`src/hw/wakeup_pkg.sv`:
```
/*
 periodic wakeup counter: register map, field layout, reset values and the
 divider table.
 assumes a 32-bit apb master and byte addresses on paddr.
*/
package wakeup_pkg;

    localparam int DATA_W = 32;
    localparam int ADDR_W = 8;
    localparam int CNT_W = 8;
    localparam int DIV_W = 18;
    localparam int CODE_W = 5;

    // register byte offsets
    localparam logic [ADDR_W-1:0] OFS_STATUS_CONTROL = 8'h00;
    localparam logic [ADDR_W-1:0] OFS_CURRENT_COUNT = 8'h04;
    localparam logic [ADDR_W-1:0] OFS_MATCH_LIMIT = 8'h08;
    localparam logic [ADDR_W-1:0] OFS_IRQ_STATUS = 8'h0c;
    localparam logic [ADDR_W-1:0] OFS_IRQ_MASK = 8'h10;
    localparam logic [ADDR_W-1:0] OFS_BUS_GATE = 8'h14;

    // status_control field positions
    localparam int FLAG_BIT = 7;
    localparam int SRC_HI = 6;
    localparam int SRC_LO = 5;
    localparam int IE_BIT = 4;
    localparam int PS_HI = 3;
    localparam int PS_LO = 0;

    // irq_status / irq_mask layout
    localparam int IRQ_MATCH_BIT = 0;
    localparam int GATE_BIT = 0;

    // source_select encodings, 1x is the internal reference
    localparam logic [1:0] SRC_LPO = 2'h0;
    localparam logic [1:0] SRC_EXT = 2'h1;

    // reset values
    localparam logic [1:0] SRC_RESET = 2'h0;
    localparam logic [3:0] PS_RESET = 4'h0;
    localparam logic [CNT_W-1:0] LIMIT_RESET = 8'h00;
    localparam logic [CNT_W-1:0] COUNT_RESET = 8'h00;
    localparam logic [CNT_W-1:0] COUNT_ONE = 8'h01;
    localparam logic GATE_RESET = 1'b1;
    localparam logic [DATA_W-1:0] DATA_ZERO = 32'h0000_0000;

    localparam logic [DIV_W-1:0] DIV_OFF = 18'h0;
    localparam logic [DIV_W-1:0] DIV_ONE = 18'h1;

    // index is {source_select[0], divider_select}
    localparam logic [DIV_W-1:0] DIV_TABLE [32] = '{
        18'h0, 18'h8, 18'h20, 18'h40, 18'h80, 18'h100, 18'h200, 18'h400,
        18'h1, 18'h2, 18'h4, 18'ha, 18'h10, 18'h64, 18'h1f4, 18'h3e8,
        18'h0, 18'h400, 18'h800, 18'h1000, 18'h2000, 18'h4000, 18'h8000,
        18'h10000, 18'h3e8, 18'h7d0, 18'h1388, 18'h2710, 18'h4e20,
        18'hc350, 18'h186a0, 18'h30d40
    };

endpackage

```
`src/hw/periodic_wakeup_counter.sv`:
```
/*
 periodic wakeup counter: source select, prescaler, 8-bit counter with
 modulo match, match flag, interrupt and converter trigger, apb slave.
 assumes clock source inputs are synchronous levels sampled on core_clk.
*/
// Chosen here: the APB register port and the address map.
// Contract
// one 8-bit up-counter on prescaler ticks, compared with match_limit.
// every match pulses the converter trigger, regardless of irq enable.
// deepest stop lets only low-power and external sources clock counting.
// counter registers keep contents over a deep-stop wakeup.
// bus gate bit resets enabled; cleared, it cuts register access.
// counting continues through wait; enabled match interrupt wakes cpu.
// counting continues in both stop modes; enabled interrupt wakes system.
// debug halt freezes prescaler and counter; resumes from held value.
// flag bit 7 sets on match; write 1 clears; reset clears.
// source select 6:5: 00 low-power, 01 external, 1x internal.
// changing source select clears prescaler and counter.
// enable bit 4 gates match flag onto interrupt; reset clears it.
// divider select 3:0 resets 0000; a changed value clears counters.
// source bit 0 low: codes map off,8,32,...,1000.
// source bit 0 high: codes map off,1024..65536,1000..200000.
// match returns counter to zero, sets flag; limit zero matches each tick.
// any match_limit write clears prescaler and counter; resets to zero.
// current_count is read-only; cleared on reset, limit write, changes.
// match events and register writes cross into counting safely.
`timescale 1ns/10ps
module periodic_wakeup_counter
    import wakeup_pkg::*;
(
    input wire logic core_clk,
    input wire logic rst,
    input wire logic ce,
    input wire logic psel,
    input wire logic penable,
    input wire logic pwrite,
    input wire logic [ADDR_W-1:0] paddr,
    input wire logic [DATA_W-1:0] pwdata,
    output logic [DATA_W-1:0] prdata,
    output logic pready,
    output logic pslverr,
    input wire logic lpo_clk_in,
    input wire logic ext_clk_in,
    input wire logic int_clk_in,
    input wire logic deep_stop,
    input wire logic debug_halt,
    output logic irq,
    output logic conv_trigger
);

    logic pready_ff;
    logic pslverr_ff;
    logic [DATA_W-1:0] prdata_ff;
    logic irq_ff;
    logic conv_trigger_ff;

    // answer states of the register bus
    typedef enum logic [1:0] {
        BUS_IDLE,
        BUS_ANSWER,
        BUS_RELEASE
    } bus_e;

    logic match_flag_ff;
    logic [1:0] source_select_ff;
    logic match_irq_enable_ff;
    logic [3:0] divider_select_ff;
    logic [CNT_W-1:0] match_limit_ff;
    logic [CNT_W-1:0] counter_value_ff;
    logic irq_status_ff;
    logic irq_mask_ff;
    logic bus_gate_ff;
    bus_e bus_state_ff;
    bus_e nxt_bus_state;

    logic first_acc;
    logic done;
    logic wr;
    logic rd;
    logic sc_wr;
    logic lim_wr;
    logic ist_rd;
    logic mask_wr;
    logic gate_wr;
    logic [1:0] new_src;
    logic [3:0] new_ps;
    logic clear_cnt;
    logic [2:0] src_lvl;
    logic [2:0] src_rise;
    logic src_edge;
    logic run;
    logic tick;
    logic match;
    logic [DATA_W-1:0] rd_data;
    logic rd_err;
    logic [CNT_W-1:0] sc_value;

    assign prdata = prdata_ff;
    assign pready = pready_ff;
    assign pslverr = pslverr_ff;
    assign irq = irq_ff;
    assign conv_trigger = conv_trigger_ff;

    // one wait state: answer prepared in the first access cycle
    assign first_acc = psel && penable && bus_state_ff == BUS_IDLE;
    assign done = psel && penable && pready_ff;
    assign wr = done && pwrite;
    assign rd = done && !pwrite;

    // gated bus clock: block registers are unreachable, counting goes on
    assign sc_wr = wr && bus_gate_ff && paddr == OFS_STATUS_CONTROL;
    assign lim_wr = wr && bus_gate_ff && paddr == OFS_MATCH_LIMIT;
    assign ist_rd = rd && bus_gate_ff && paddr == OFS_IRQ_STATUS;
    assign mask_wr = wr && bus_gate_ff && paddr == OFS_IRQ_MASK;
    assign gate_wr = wr && paddr == OFS_BUS_GATE;

    assign new_src = pwdata[SRC_HI:SRC_LO];
    assign new_ps = pwdata[PS_HI:PS_LO];

    // writes act in this same domain, so counting sees them at once
    assign clear_cnt = lim_wr
        || (sc_wr && new_src != source_select_ff)
        || (sc_wr && new_ps != divider_select_ff);

    assign sc_value = {match_flag_ff, source_select_ff, match_irq_enable_ff,
        divider_select_ff};

    always_comb begin
        rd_data = DATA_ZERO;
        rd_err = 1'b0;
        case (paddr)
            OFS_STATUS_CONTROL: begin
                if (bus_gate_ff) begin
                    rd_data[CNT_W-1:0] = sc_value;
                end
            end
            OFS_CURRENT_COUNT: begin
                if (bus_gate_ff) begin
                    rd_data[CNT_W-1:0] = counter_value_ff;
                end
            end
            OFS_MATCH_LIMIT: begin
                if (bus_gate_ff) begin
                    rd_data[CNT_W-1:0] = match_limit_ff;
                end
            end
            OFS_IRQ_STATUS: begin
                if (bus_gate_ff) begin
                    rd_data[IRQ_MATCH_BIT] = irq_status_ff;
                end
            end
            OFS_IRQ_MASK: begin
                if (bus_gate_ff) begin
                    rd_data[IRQ_MATCH_BIT] = irq_mask_ff;
                end
            end
            OFS_BUS_GATE: begin
                rd_data[GATE_BIT] = bus_gate_ff;
            end
            default: begin
                rd_err = 1'b1;
            end
        endcase
    end

    always_ff @(posedge core_clk) begin
        if (rst) begin
            pready_ff <= 1'b0;
            pslverr_ff <= 1'b0;
            prdata_ff <= DATA_ZERO;
        end else if (ce) begin
            pready_ff <= first_acc;
            if (first_acc) begin
                pslverr_ff <= rd_err;
                prdata_ff <= pwrite ? DATA_ZERO : rd_data;
            end else begin
                pslverr_ff <= 1'b0;
            end
        end
    end

    // one answer per access phase, even if a master keeps penable high
    always_comb begin
        nxt_bus_state = bus_state_ff;
        case (bus_state_ff)
            BUS_IDLE: begin
                if (psel && penable) begin
                    nxt_bus_state = BUS_ANSWER;
                end
            end
            BUS_ANSWER: begin
                nxt_bus_state = BUS_RELEASE;
            end
            BUS_RELEASE: begin
                if (!(psel && penable)) begin
                    nxt_bus_state = BUS_IDLE;
                end
            end
            default: begin
                nxt_bus_state = BUS_IDLE;
            end
        endcase
    end

    always_ff @(posedge core_clk) begin
        if (rst) begin
            bus_state_ff <= BUS_IDLE;
        end else if (ce) begin
            bus_state_ff <= nxt_bus_state;
        end
    end

    // bus gate defaults enabled after every reset
    always_ff @(posedge core_clk) begin
        if (rst) begin
            bus_gate_ff <= GATE_RESET;
        end else if (ce && gate_wr) begin
            bus_gate_ff <= pwdata[GATE_BIT];
        end
    end

    // control fields; mode entry and wakeup leave them alone
    always_ff @(posedge core_clk) begin
        if (rst) begin
            source_select_ff <= SRC_RESET;
            match_irq_enable_ff <= 1'b0;
            divider_select_ff <= PS_RESET;
        end else if (ce && sc_wr) begin
            source_select_ff <= new_src;
            match_irq_enable_ff <= pwdata[IE_BIT];
            divider_select_ff <= new_ps;
        end
    end

    always_ff @(posedge core_clk) begin
        if (rst) begin
            match_limit_ff <= LIMIT_RESET;
        end else if (ce && lim_wr) begin
            match_limit_ff <= pwdata[CNT_W-1:0];
        end
    end

    assign src_lvl = {int_clk_in, ext_clk_in, lpo_clk_in};

    // one detector per source, so a source switch never fakes an edge
    for (genvar i = 0; i < $bits(src_lvl); i++) begin : g_src_edge
        logic prev_ff;
        always_ff @(posedge core_clk) begin
            if (rst) begin
                prev_ff <= 1'b0;
            end else if (ce) begin
                prev_ff <= src_lvl[i];
            end
        end
        assign src_rise[i] = src_lvl[i] && !prev_ff;
    end

    // internal reference is not available in the deepest stop
    always_comb begin
        case (source_select_ff)
            SRC_LPO: src_edge = src_rise[SRC_LPO];
            SRC_EXT: src_edge = src_rise[SRC_EXT];
            default: begin
                src_edge = src_rise[$high(src_rise)] && !deep_stop;
            end
        endcase
    end

    // wait and stop modes do not gate run, only debug halt does; deep stop masks the internal source edges
    assign run = !debug_halt;

    wakeup_prescaler u_prescaler (
        .core_clk(core_clk),
        .rst(rst),
        .ce(ce),
        .clr(clear_cnt),
        .run(run),
        .src_edge(src_edge),
        .div_code({source_select_ff[0], divider_select_ff}),
        .tick_ff(tick)
    );

    // a tick already in flight when halt begins is dropped, not held
    assign match = tick && run && counter_value_ff == match_limit_ff;

    always_ff @(posedge core_clk) begin
        if (rst) begin
            counter_value_ff <= COUNT_RESET;
        end else if (ce) begin
            if (clear_cnt) begin
                counter_value_ff <= COUNT_RESET;
            end else if (match) begin
                counter_value_ff <= COUNT_RESET;
            end else if (tick && run) begin
                counter_value_ff <= counter_value_ff + COUNT_ONE;
            end
        end
    end

    // set wins over a same-cycle clear, so no match is lost
    always_ff @(posedge core_clk) begin
        if (rst) begin
            match_flag_ff <= 1'b0;
        end else if (ce) begin
            if (match) begin
                match_flag_ff <= 1'b1;
            end else if (sc_wr && pwdata[FLAG_BIT]) begin
                match_flag_ff <= 1'b0;
            end
        end
    end

    always_ff @(posedge core_clk) begin
        if (rst) begin
            conv_trigger_ff <= 1'b0;
        end else if (ce) begin
            conv_trigger_ff <= match;
        end
    end

    // sticky event copy, cleared by reading it
    always_ff @(posedge core_clk) begin
        if (rst) begin
            irq_status_ff <= 1'b0;
        end else if (ce) begin
            if (match) begin
                irq_status_ff <= 1'b1;
            end else if (ist_rd) begin
                irq_status_ff <= 1'b0;
            end
        end
    end

    always_ff @(posedge core_clk) begin
        if (rst) begin
            irq_mask_ff <= 1'b0;
        end else if (ce && mask_wr) begin
            irq_mask_ff <= pwdata[IRQ_MATCH_BIT];
        end
    end

    // lags the flags by one cycle to keep the output a flop
    always_ff @(posedge core_clk) begin
        if (rst) begin
            irq_ff <= 1'b0;
        end else if (ce) begin
            irq_ff <= (match_flag_ff && match_irq_enable_ff)
                || (irq_status_ff && irq_mask_ff);
        end
    end

endmodule // periodic_wakeup_counter

```
`src/hw/wakeup_prescaler.sv`:
```
/*
 prescaler: counts rising edges of the selected source and emits one tick
 per divide-by period.
 assumes src_edge is a one-cycle pulse in the core_clk domain.
*/
`timescale 1ns/10ps
module wakeup_prescaler
    import wakeup_pkg::*;
(
    input wire logic core_clk,
    input wire logic rst,
    input wire logic ce,
    input wire logic clr,
    input wire logic run,
    input wire logic src_edge,
    input wire logic [CODE_W-1:0] div_code,
    output logic tick_ff
);

    logic [DIV_W-1:0] div;
    logic [DIV_W-1:0] count_ff;
    logic at_end;

    assign div = DIV_TABLE[div_code];
    assign at_end = (count_ff == div - DIV_ONE);

    // code zero keeps the prescaler off
    always_ff @(posedge core_clk) begin
        if (rst) begin
            count_ff <= DIV_OFF;
        end else if (ce) begin
            if (clr) begin
                count_ff <= DIV_OFF;
            end else if (run && src_edge && div != DIV_OFF) begin
                if (at_end) begin
                    count_ff <= DIV_OFF;
                end else begin
                    count_ff <= count_ff + DIV_ONE;
                end
            end
        end
    end

    always_ff @(posedge core_clk) begin
        if (rst) begin
            tick_ff <= 1'b0;
        end else if (ce) begin
            tick_ff <= !clr && run && src_edge && div != DIV_OFF && at_end;
        end
    end

endmodule // wakeup_prescaler

```
`config.mk`:
```
export PLATFORM = sky130hd
export DESIGN_NAME = periodic_wakeup_counter
export DESIGN_NICKNAME = d
export VERILOG_FILES = /design/src/hw/wakeup_pkg.sv /design/src/hw/periodic_wakeup_counter.sv /design/src/hw/wakeup_prescaler.sv
export SDC_FILE = /design/constraint.sdc
export NUM_CORES = 1
export LEC_CHECK = 0
export BUFFER_PORTS_ARGS = -buffer_cell sky130_fd_sc_hd__clkbuf_2
export CORE_MARGIN = 3
export CORE_UTILIZATION = 61
export DETAILED_ROUTE_END_ITERATION = 6
export GPL_ROUTABILITY_DRIVEN = 0
export GPL_TIMING_DRIVEN = 0
export PLACE_DENSITY = 0.9
export RECOVER_POWER = 100
export SLEW_MARGIN = 20
export SYNTH_ARGS = -nofsm -noshare
export SYNTH_HDL_FRONTEND = slang
export SYNTH_HIERARCHICAL = 1
export SYNTH_SLANG_ARGS = --single-unit
```
`constraint.sdc`:
```
create_clock -name core_clk -period 5.3 [get_ports core_clk]
set_clock_uncertainty 0.05 [all_clocks]
set_input_delay 1.06 -clock core_clk [delete_from_list [all_inputs] [get_ports core_clk]]
set_output_delay 1.06 -clock core_clk [all_outputs]
set_load 0.05 [all_outputs]
```
-- Word level (Yosys, flattened, before mapping)
Memories as Yosys holds them, arrays and structs flattened.
Cells that the tools add are included.
- bits in writable memories: 0
- input bits: 51
- latch bits: 0
- bits in read-only memories: 576
- output and inout port bits: 36
- memories kept: 1
- bits in registers: 87
- logic and storage cells: 124
- memories (memory ; depth ; bits a word ; read ports ; clocked after memory_dff ; wr ports ; RTL line ; text):
    (name not given) ; 32 ; 18 ; 1 ; 0 ; 0 ; wakeup_prescaler.sv:24 ; assign div = DIV_TABLE[div_code];
- reduce and logical (&&, ||, !) cells: 58
- mux-type cells: 26
- bitwise operators: 1
- shifts and indexed selects: 0
- add/sub/neg operators: 3
- $lt $le $gt $ge: 1
- $mul: 0
- div/mod/pow operators: 0
- eq/ne operators: 14
- operators with widths (cell ; number):
    18-bit 2-to-1 mux ; 5
    8-bit 2-to-1 mux ; 7
    1-bit logical AND ; 33
    7-bit one-hot mux with 3 select lines ; 1
    18-bit by 1-bit adder with 18-bit output, second input constant ; 1
    18-bit equality test ; 1
    18-bit nonzero test ; 1
    18-bit by 1-bit subtractor with 18-bit output, second input constant ; 1
    8-bit by 4-bit equality test with 1-bit output, second input constant ; 2
    8-bit by 5-bit equality test with 1-bit output, second input constant ; 2
    2-bit AND reduction ; 5
    8-bit by 1-bit adder with 8-bit output, second input constant ; 1
    8-bit by 3-bit equality test with 1-bit output, second input constant ; 1
    8-bit equality test ; 1
    8-bit zero test ; 1
    1-bit 2-to-1 mux ; 8
    1-bit zero test ; 7
    6-bit >= comparator, second input constant ; 1
    5-bit inverter with 6-bit output ; 1
    1-bit one-hot mux with 6 select lines ; 1
    2-bit one-hot mux with 3 select lines ; 1
    2-bit nonzero test ; 3
    6-bit OR reduction ; 1
    2-bit by 1-bit equality test with 1-bit output, second input constant ; 2
    10 further kinds ; 15

-- Depth between registers and ports, before layout
Gate-level depths: netlist of the first run.
- word-level depth: 13
- mapped depth: 18
- gate-level depth less buffers: 13

-- By module
The synthesis of the first run kept the hierarchy.
- modules (own cells, without submodules) (module ; seq. area each (µm²) ; area an instance (µm²) ; times used ; cells each):
    periodic_wakeup_counter ; 880.8 ; 2453.6 ; 1 ; 279
    wakeup_prescaler ; 380.4 ; 2404.8 ; 1 ; 297

-- Worst setup path before layout of the first run
OpenSTA, ideal clock, no wires.
- path kind: register to register
- from: register divider_select_ff[1]
- to: register u_prescaler.count_ff[2]
- cell stages (with the launch flop): 16
- setup time: 0.117 ns
- setup slack: 1.918 ns
- data arrival time: 3.215 ns
- clock period less this slack: 3.382 ns
- cells stage by stage: dfxtp_1 inv_1 ha_1 nor4b_1 a211o_1 or2_1 buf_6 nor3_2 nand2_1 mux2_4 nor4_2 o2111a_2 buf_6 buf_8 nor4_1 o22a_1
- cells in the longest elaborated chain, start to end: 9
- elaborated cells on any way between the ends: 16
- those cells by class: add/sub: 1; eq/ne: 2; mux: 5; bitwise: 1; reduce/logical: 6; memory: 1
- RTL lines (item ; RTL line ; text):
    start: declaration ; periodic_wakeup_counter.sv:67 ; logic [3:0] divider_select_ff;
    start signal: assignment ; periodic_wakeup_counter.sv:231 ; divider_select_ff <= new_ps;
    5-bit inverter with 6-bit output (not written as such) ; wakeup_prescaler.sv:24 ;
    memory read 32 x 18 bit ; n/a ;
    18-bit 2-to-1 mux (not written as such) (2 in series) ; wakeup_prescaler.sv:24 ;
    18-bit by 1-bit subtractor with 18-bit output ; wakeup_prescaler.sv:25 ; assign at_end = (count_ff == div - DIV_ONE);
    18-bit equality test ; wakeup_prescaler.sv:25 ;
    18-bit 2-to-1 mux ; wakeup_prescaler.sv:35 ; if (at_end) begin
    18-bit 2-to-1 mux ; wakeup_prescaler.sv:34 ; end else if (run && src_edge && div != DIV_OFF) begin
    18-bit 2-to-1 mux ; wakeup_prescaler.sv:32 ; if (clr) begin
    end signal: assignment ; wakeup_prescaler.sv:38 ; count_ff <= count_ff + DIV_ONE;
    end: declaration ; wakeup_prescaler.sv:21 ; logic [DIV_W-1:0] count_ff;
Parallel ways exist; a longest one is shown, timed or not. The select of a mux whose other input is x is not followed.
A chain may end at the register's enable or synchronous reset.

-- Worst setup path in the final report of the first run
- from: input paddr[4]
- to: register counter_value_ff[4]
- cells in the longest elaborated chain, start to end: 7
- elaborated cells on any way between the ends: 11
- those cells by class: eq/ne: 1; mux: 1; reduce/logical: 9
- RTL lines (item ; RTL line ; text):
    start: declaration ; periodic_wakeup_counter.sv:37 ; input wire logic [ADDR_W-1:0] paddr,
    8-bit zero test ; periodic_wakeup_counter.sv:111 ; assign sc_wr = wr && bus_gate_ff && paddr == OFS_STATUS_CONTROL;
    1-bit logical AND ; periodic_wakeup_counter.sv:111 ;
    1-bit logical AND ; periodic_wakeup_counter.sv:122 ; || (sc_wr && new_src != source_select_ff)
    1-bit logical OR ; periodic_wakeup_counter.sv:122 ;
    1-bit logical OR (*) ; periodic_wakeup_counter.sv:123 ; || (sc_wr && new_ps != divider_select_ff);
    3-bit nonzero test (no source line) ; n/a ;
    2-bit AND reduction (no source line) ; n/a ;
    end signal: assignment ; periodic_wakeup_counter.sv:295 ; counter_value_ff <= counter_value_ff + COUNT_ONE;
    end: declaration ; periodic_wakeup_counter.sv:69 ; logic [CNT_W-1:0] counter_value_ff;
Mark *: on every way between the ends. The rest lies on a longest branch, timed or not.

==> results_dict.tcl, run 1 <==
set metrics [dict create \
    ir_drop_v 0.000268 \
    grt-ovfl-total 0 \
    first_global_vias 4446 \
    syn-cell-area_mm2 0.00486 \
    yosysWarnings 6 \
    core_mm2 0.00749 \
    clkTransAtPathRegs_ns 0.07 \
    ant_nets 0 \
    synth_top_flop_cell "dfxtp_1" \
    start_kind "primary input" \
    vias_per_cell 6.37 \
    status "complete, but fails checks" \
    synth_edf_count 0 \
    fmax_ghz 0.228 \
    track_usage_pct 29.3 \
    dp.final_hpwl_um 9630 \
    avgSynthCellArea_um2 8.43 \
    numCtsBuffers 9 \
    io_pins 87 \
    drt-pass1-iter-count 5 \
    grt_pass1_wl_um 21100 \
    holdCritPathClass "reg -> reg" \
    start_util_pct 64.9 \
    setup_violations 0 \
    post-place-ws_ns 1.32 \
    finalMaxSlewViolations 18 \
    period_minus_slack_ns 4.39 \
    maxCapViolations 2 \
    io_buffers 37 \
    syn_inst 576 \
    die-area_mm2 0.00907 \
    hold_buffers 0 \
    synth_async_sr_flop_share_pct 0 \
    cts_resized 0 \
    htree_num_levels 3 \
    end_kind "flip-flop" \
    use_met3_pct 4.26 \
    leakage_uw 0.00218 \
    timing.final.crit_share_pct 82.8 \
    setup_ws_ns 0.912 \
    p_total_uw 1100 \
    cpMostUsedCell "clkbuf_1" \
    multi_input_area_mm2 0.00318 \
    nFillCells 537 \
    arrival_ns 4.55 \
    cts.sinks 63 \
    worst_pin_slew_ns 2.54 \
    cts.path.max_buffers 2 \
    drtIter0Drc 401 \
    slew_headroom_pct -71.0 \
    antennaDiodeCount 0 \
    rsz0062_at_grt "no" \
    r2r_cells 14 \
    crit_end "counter_value_ff[4]$_SDFFE_PP0P_" \
    hold_viol_final 0 \
    wl_per_cell_um 17.6 \
    clkLatencyLatePin_ns 0.35 \
    ys_seq_area_share_pct 26.0 \
    hold_slack_ns 0.414 \
    synth_seq_cells 63 \
    cp-startpoint "paddr[4]" \
    cts_tree "built" \
    drive_gt1_share_pct 15.5 \
    wirelength_um 13200 \
    cts_root_buffer "clkbuf_8" \
    antenna_found_initial 0 \
    grt_start_max_net_pins 15 \
    crit_path_top_delay_cell "nor4_1" \
    crit_fanout 9 \
    failed_checks "max-capacitance violations, max-slew violations" \
    p_per_area_mw_per_mm2 204 \
    grt.busiest_layer "met2" \
    r2r_slack_ns 1.01 \
    crit_path_max_incr_delay_ns 2.01 \
    seq_area_mm2 0.00126 \
    drc 0 \
    final_cell_mix "63 x dfxtp_1, 54 x nand2_1, 50 x nor2_1, 34 x clkbuf_1, 34 x mux2i_1" \
    final_nets 707 \
    critPathRequiredTime_ns 5.46 \
    syn2layout_area_growth_pct 10.8 \
    die_x_um 95.2 \
    reg2reg_to "u_prescaler/count_ff[2]$_SDFFE_PP0P_" \
    row_count 31 \
    num_vias 4784 \
    crit_type "in -> reg" \
    final_common_cell "dfxtp_1" \
    fin_tns_setup_ns 0 \
    die_h_um 95.2 \
    r2r_start "divider_select_ff[0]$_SDFFE_PP0P_" \
    gr-usage-met2_pct 49.2 \
    ys_types 87 \
    use_met1_pct 37.9 \
    crit_chain "clkbuf_1 -> or4b_1 -> nor4_1 -> o21ai_2 -> or3b_1 -> clkbuf_1 -> a31oi_1" \
    cts_setup_buffers 0 \
]
-- Yosys cell counts, drive strengths merged (3+ instances only) --
cell | count | area share (%)
inv | 11 | 0.85
dfxtp | 63 | 26
nand2 | 55 | 4.3
xor2 | 18 | 3.2
a41oi | 6 | 1.1
o41ai | 5 | 1.4
o21a | 5 | 0.77
and3 | 15 | 1.9
nand3 | 10 | 1.1
o21ai | 16 | 1.7
nor4b | 12 | 2.2
clkbuf | 13 | 1.0
mux2i | 34 | 7.0
ha | 9 | 2.3
a31oi | 12 | 1.5
nand2b | 10 | 1.3
nor4 | 17 | 3.2
a21oi | 18 | 1.9
a211oi | 3 | 0.57
nand4 | 9 | 1.3
xnor2 | 23 | 4.1
a221oi | 3 | 1.0
or3 | 9 | 1.2
or2 | 7 | 0.90
o22a | 9 | 1.6
o211ai | 5 | 0.77
nand3b | 11 | 1.7
nor2b | 7 | 0.90
nor3b | 3 | 0.57
or4 | 5 | 0.93
nor2 | 50 | 3.9
nor3 | 11 | 1.3
a22oi | 7 | 1.1
buf | 45 | 7.1
or3b | 3 | 0.54
nor4bb | 4 | 0.82
-- metrics by stage --
stage | utilization (%) | area, µm² | std cells
after floorplan | - | 4940 | 599
after global placement | 70.2 | 5250 | 735
after detailed placement | 70.2 | 5250 | 735
after CTS | 73.3 | 5490 | 751
after global routing | 71.9 | 5380 | 751
final | 71.9 | 5380 | 751
-- state kept, by name, summed over array words and instances, names as in the netlist, 2 cells and up --
name,count
match_limit_ff,8
prdata,8
counter_value_ff,8
g_src_edge.prev_ff,3
divider_select_ff,4
u_prescaler/count_ff,18
bus_state_ff,2
source_select_ff,2
-- final cells by class --
class                           instances  area share [%]
Multi-Input combinational cell        467            59.1
Sequential cell                        63            23.4
Buffer                                 58            6.97
Timing Repair Buffer                   37            3.09
Clock buffer                           10            2.37
Tap cell                               99            2.30
Clock inverter                          6            2.02
Inverter                               11           0.767
-- kinds of logic after synthesis --
logic type | after synthesis | share of synthesized area (%)
AND/OR/NAND/NOR | 248 | 30.0
XOR/XNOR | 41 | 7.39
AO/OA/AOI/OAI | 109 | 17.6
other | 1 | 0.0772
multiplexers | 36 | 7.78
adder cells (fa/ha/maj) | 9 | 2.32
flip-flops | 63 | 26.0
buffers and inverters | 69 | 8.91
-- power by group --
| part | switching, µW | total (µW) | internal, µW |
|---|---|---|---|
| Clock | 192 | 504 | 312 |
| Sequential | 1.99 | 478 | 476 |
| Combinational | 83.9 | 117 | 32.7 |
-- metal layers --
| metal | routed length (µm) | vias to the layer above |
|---|---|---|
| li1 | - | 2219 |
| met1 | 5420 | 2220 |
| met2 | 6340 | 306 |
| met3 | 1110 | 39 |
| met4 | 336 | 0 |
| met5 | 0 | - |
-- worst min-delay path by stage --
stage | startpoint | endpoint | slack (ns) | depth (start not counted)
detailed placement | conv_trigger$_SDFFE_PP0P_ | conv_trigger$_SDFFE_PP0P_ | 0.40 | 2
finish | conv_trigger$_SDFFE_PP0P_ | conv_trigger$_SDFFE_PP0P_ | 0.41 | 2
CTS | conv_trigger$_SDFFE_PP0P_ | conv_trigger$_SDFFE_PP0P_ | 0.42 | 2
global route | prdata[0]$_SDFFE_PP0P_ | prdata[0]$_SDFFE_PP0P_ | 0.44 | 2
floorplan | u_prescaler/tick_ff$_SDFFE_PP0P_ | u_prescaler/tick_ff$_SDFFE_PP0P_ | 0.39 | 2
global placement | prdata[0]$_SDFFE_PP0P_ | prdata[0]$_SDFFE_PP0P_ | 0.39 | 2
-- critical path: cells and delay by family --
kind,cells,cell delay [ns]
buffers and inverters,2,0.45
AND/OR/NAND/NOR,3,2.80
AO/OA/AOI/OAI,2,0.22
Note: power is estimated with default switching activity, not from simulation.
==> run 2, diff against run 1 <==
- ABC_AREA: not set -> 1
- CORE_UTILIZATION: 61 -> 58
- PLACE_DENSITY: 0.9 -> 0.85
- clock period: 5.3 -> 4.2 ns (I/O delays scaled with it)
==> results_dict.tcl, run 2 <==
set metrics [dict create \
    antennaDiodeCount 0 \
    rsz0062_at_grt "no" \
    htree_num_levels 3 \
    hold_buffers 0 \
    vias_per_cell 5.37 \
    ys_seq_area_share_pct 23.2 \
    start_util_pct 60.9 \
    wl_per_cell_um 13.3 \
    die_h_um 103 \
    cp-startpoint "divider_select_ff[0]$_SDFFE_PP0P_" \
    synth_edf_count 0 \
    io_buffers 37 \
    crit_end "u_prescaler/count_ff[12]$_SDFFE_PP0P_" \
    place_area_mm2 0.00585 \
    drc 0 \
    p_total_uw 1290 \
    ys_types 42 \
    final_cells 1060 \
    cts.path.max_buffers 2 \
    synth_seq_cells 63 \
    first_global_vias 4942 \
    arrival_ns 3.69 \
    fin_tns_setup_ns 0 \
    avgSynthCellArea_um2 6.21 \
    syn2layout_area_growth_pct 8.85 \
    place_inst 1044 \
    reg2reg_to "u_prescaler/count_ff[12]$_SDFFE_PP0P_" \
    drive_gt1_share_pct 14.2 \
    wirelength_um 14100 \
    final_util_pct 66.3 \
    r2r_start "divider_select_ff[0]$_SDFFE_PP0P_" \
    die-area_mm2 0.0106 \
    fin_area_mm2 0.00592 \
    ys_top_cells_by_area "dfxtp_1 23%, nand2_1 17%, inv_1 6.8%, nand3_1 5.7%, a21oi_1 5.4%" \
    hold_viol_final 0 \
    start_kind "flip-flop" \
    ant_nets 0 \
    end_kind "flip-flop" \
    syn_inst 876 \
    cts_root_buffer "clkbuf_8" \
    drtIter0Drc 412 \
    yosysTopAreaCellShare_pct 23.2 \
    drt-pass1-iter-count 5 \
    timing.final.crit_share_pct 83.6 \
    io_pins 87 \
    track_usage_pct 27.3 \
    synth_most_common_cell "nand2_1" \
    ir_drop_v 0.000223 \
    largest_register "u_prescaler/count_ff" \
    setup_violations 0 \
    crit_fanout 12 \
    synth_commonest_cells "245 x nand2_1, 99 x inv_1, 72 x nor2_1, 63 x dfxtp_1, 62 x nand3_1" \
    die_x_um 103 \
    cts_resized 0 \
    fmax_ghz 0.285 \
    period_minus_slack_ns 3.51 \
    synth_top_flop_cell "dfxtp_1" \
    clkTransAtPathRegs_ns 0.08 \
    status "completed" \
    largest_reg_flops 18 \
    r2r_cells 16 \
    nFillCells 862 \
    row_count 34 \
    critPathRequiredTime_ns 4.37 \
    p_per_area_mw_per_mm2 218 \
    num_vias 5692 \
    core_mm2 0.00893 \
    maxCapViolations 0 \
    crit_type "reg -> reg" \
    slew_headroom_pct 43.1 \
    numCtsBuffers 9 \
    cts_setup_buffers 0 \
    cts.sinks 63 \
    leakage_uw 0.00287 \
    r2r_slack_ns 0.69 \
    finalMaxSlewViolations 0 \
    antenna_found_initial 0 \
    syn-cell-area_mm2 0.00544 \
    synth_async_sr_flop_share_pct 0 \
    final_nets 1007 \
    dp.final_hpwl_um 11000 \
    grt_start_max_net_pins 13 \
    worst_pin_slew_ns 0.849 \
    synth_top_cell_by_area "dfxtp_1" \
    clkLatencyLatePin_ns 0.35 \
    final_cell_mix "249 x nand2_1, 102 x inv_1, 76 x nor2_1, 65 x nand3_1, 63 x dfxtp_1" \
    final_common_cell "nand2_1" \
    grt_pass1_wl_um 23000 \
    cts_tree "built" \
    yosysWarnings 6 \
    grt-ovfl-total 0 \
    holdCritPathClass "reg -> reg" \
]
## run 2: worst max-delay path: stages, from the launching register on
cell      delay, ns
dfxtp_1        0.60
inv_1          0.18
ha_1           0.31
nand3_1        0.17
ha_1           0.21
nand2_1        0.07
nor2_1         0.30
nand3_4        0.17
nor2_4         0.17
nand2_1        0.06
nand2_1        0.06
nand2_1        0.04
nor2_1         0.11
nand3_1        0.39
buf_6          0.31
o21bai_2       0.12
a21oi_1        0.07
## run 2: worst min-delay path by stage
| stage | startpoint | end | slack (ns) | cells after the start |
|---|---|---|---|---|
| 2_1_floorplan | g_src_edge[0].prev_ff$_SDFFE_PP0P_ | g_src_edge[0].prev_ff$_SDFFE_PP0P_ | 0.38 | 2 |
| 3_3_place_gp | g_src_edge[1].prev_ff$_SDFFE_PP0P_ | g_src_edge[1].prev_ff$_SDFFE_PP0P_ | 0.40 | 2 |
| 3_5_place_dp | conv_trigger$_SDFFE_PP0P_ | conv_trigger$_SDFFE_PP0P_ | 0.41 | 2 |
| 4_1_cts | conv_trigger$_SDFFE_PP0P_ | conv_trigger$_SDFFE_PP0P_ | 0.42 | 2 |
| 5_1_grt | conv_trigger$_SDFFE_PP0P_ | conv_trigger$_SDFFE_PP0P_ | 0.44 | 2 |
| 6_report | prdata[5]$_SDFFE_PP0P_ | prdata[5]$_SDFFE_PP0P_ | 0.42 | 2 |
## run 2: cells by family after synthesis
logic type / count (synthesis) / share of synthesized area [%]
other: 1 / 0.0689
AO/OA/AOI/OAI: 134 / 15.8
flip-flops: 63 / 23.2
XOR/XNOR: 25 / 4.02
buffers and inverters: 177 / 14.8
adder cells (fa/ha/maj): 9 / 2.07
AND/OR/NAND/NOR: 467 / 40.0
## run 2: per-stage QoR
stage	worst slack [ns]	hold slack (ns)
global placement	1.06	0.396
global route	0.380	0.437
detailed placement	1.06	0.405
floorplan	1.57	0.383
finish	0.687	0.416
CTS	1.05	0.417
## run 2: report_power, final
| part | leakage [µW] | switching [µW] | total [µW] | internal (µW) |
|---|---|---|---|---|
| combinational | 0.00227 | 105 | 143 | 37.7 |
| sequential | 0.000508 | 1.69 | 602 | 600 |
| clock | 0.0000944 | 266 | 544 | 278 |
## run 2: final cells by class
type	count	area, µm²	area share (%)
multi-input cells	659	3370	56.8
flip-flops and latches	63	1260	21.3
inverters	129	487	8.22
plain buffers	48	312	5.26
repair buffers	37	166	2.81
well taps	108	135	2.28
clock buffers	10	128	2.15
clock inverters	6	70.1	1.18
## run 2: layer usage
metal  global-route usage (%)  vias up  wire (µm)
met5                        0        -          0
met4                     8.17        0        266
met3                     4.94       27       1290
met2                     40.7      258       6000
met1                     40.2     2491       6540
li1                         -     2916          -
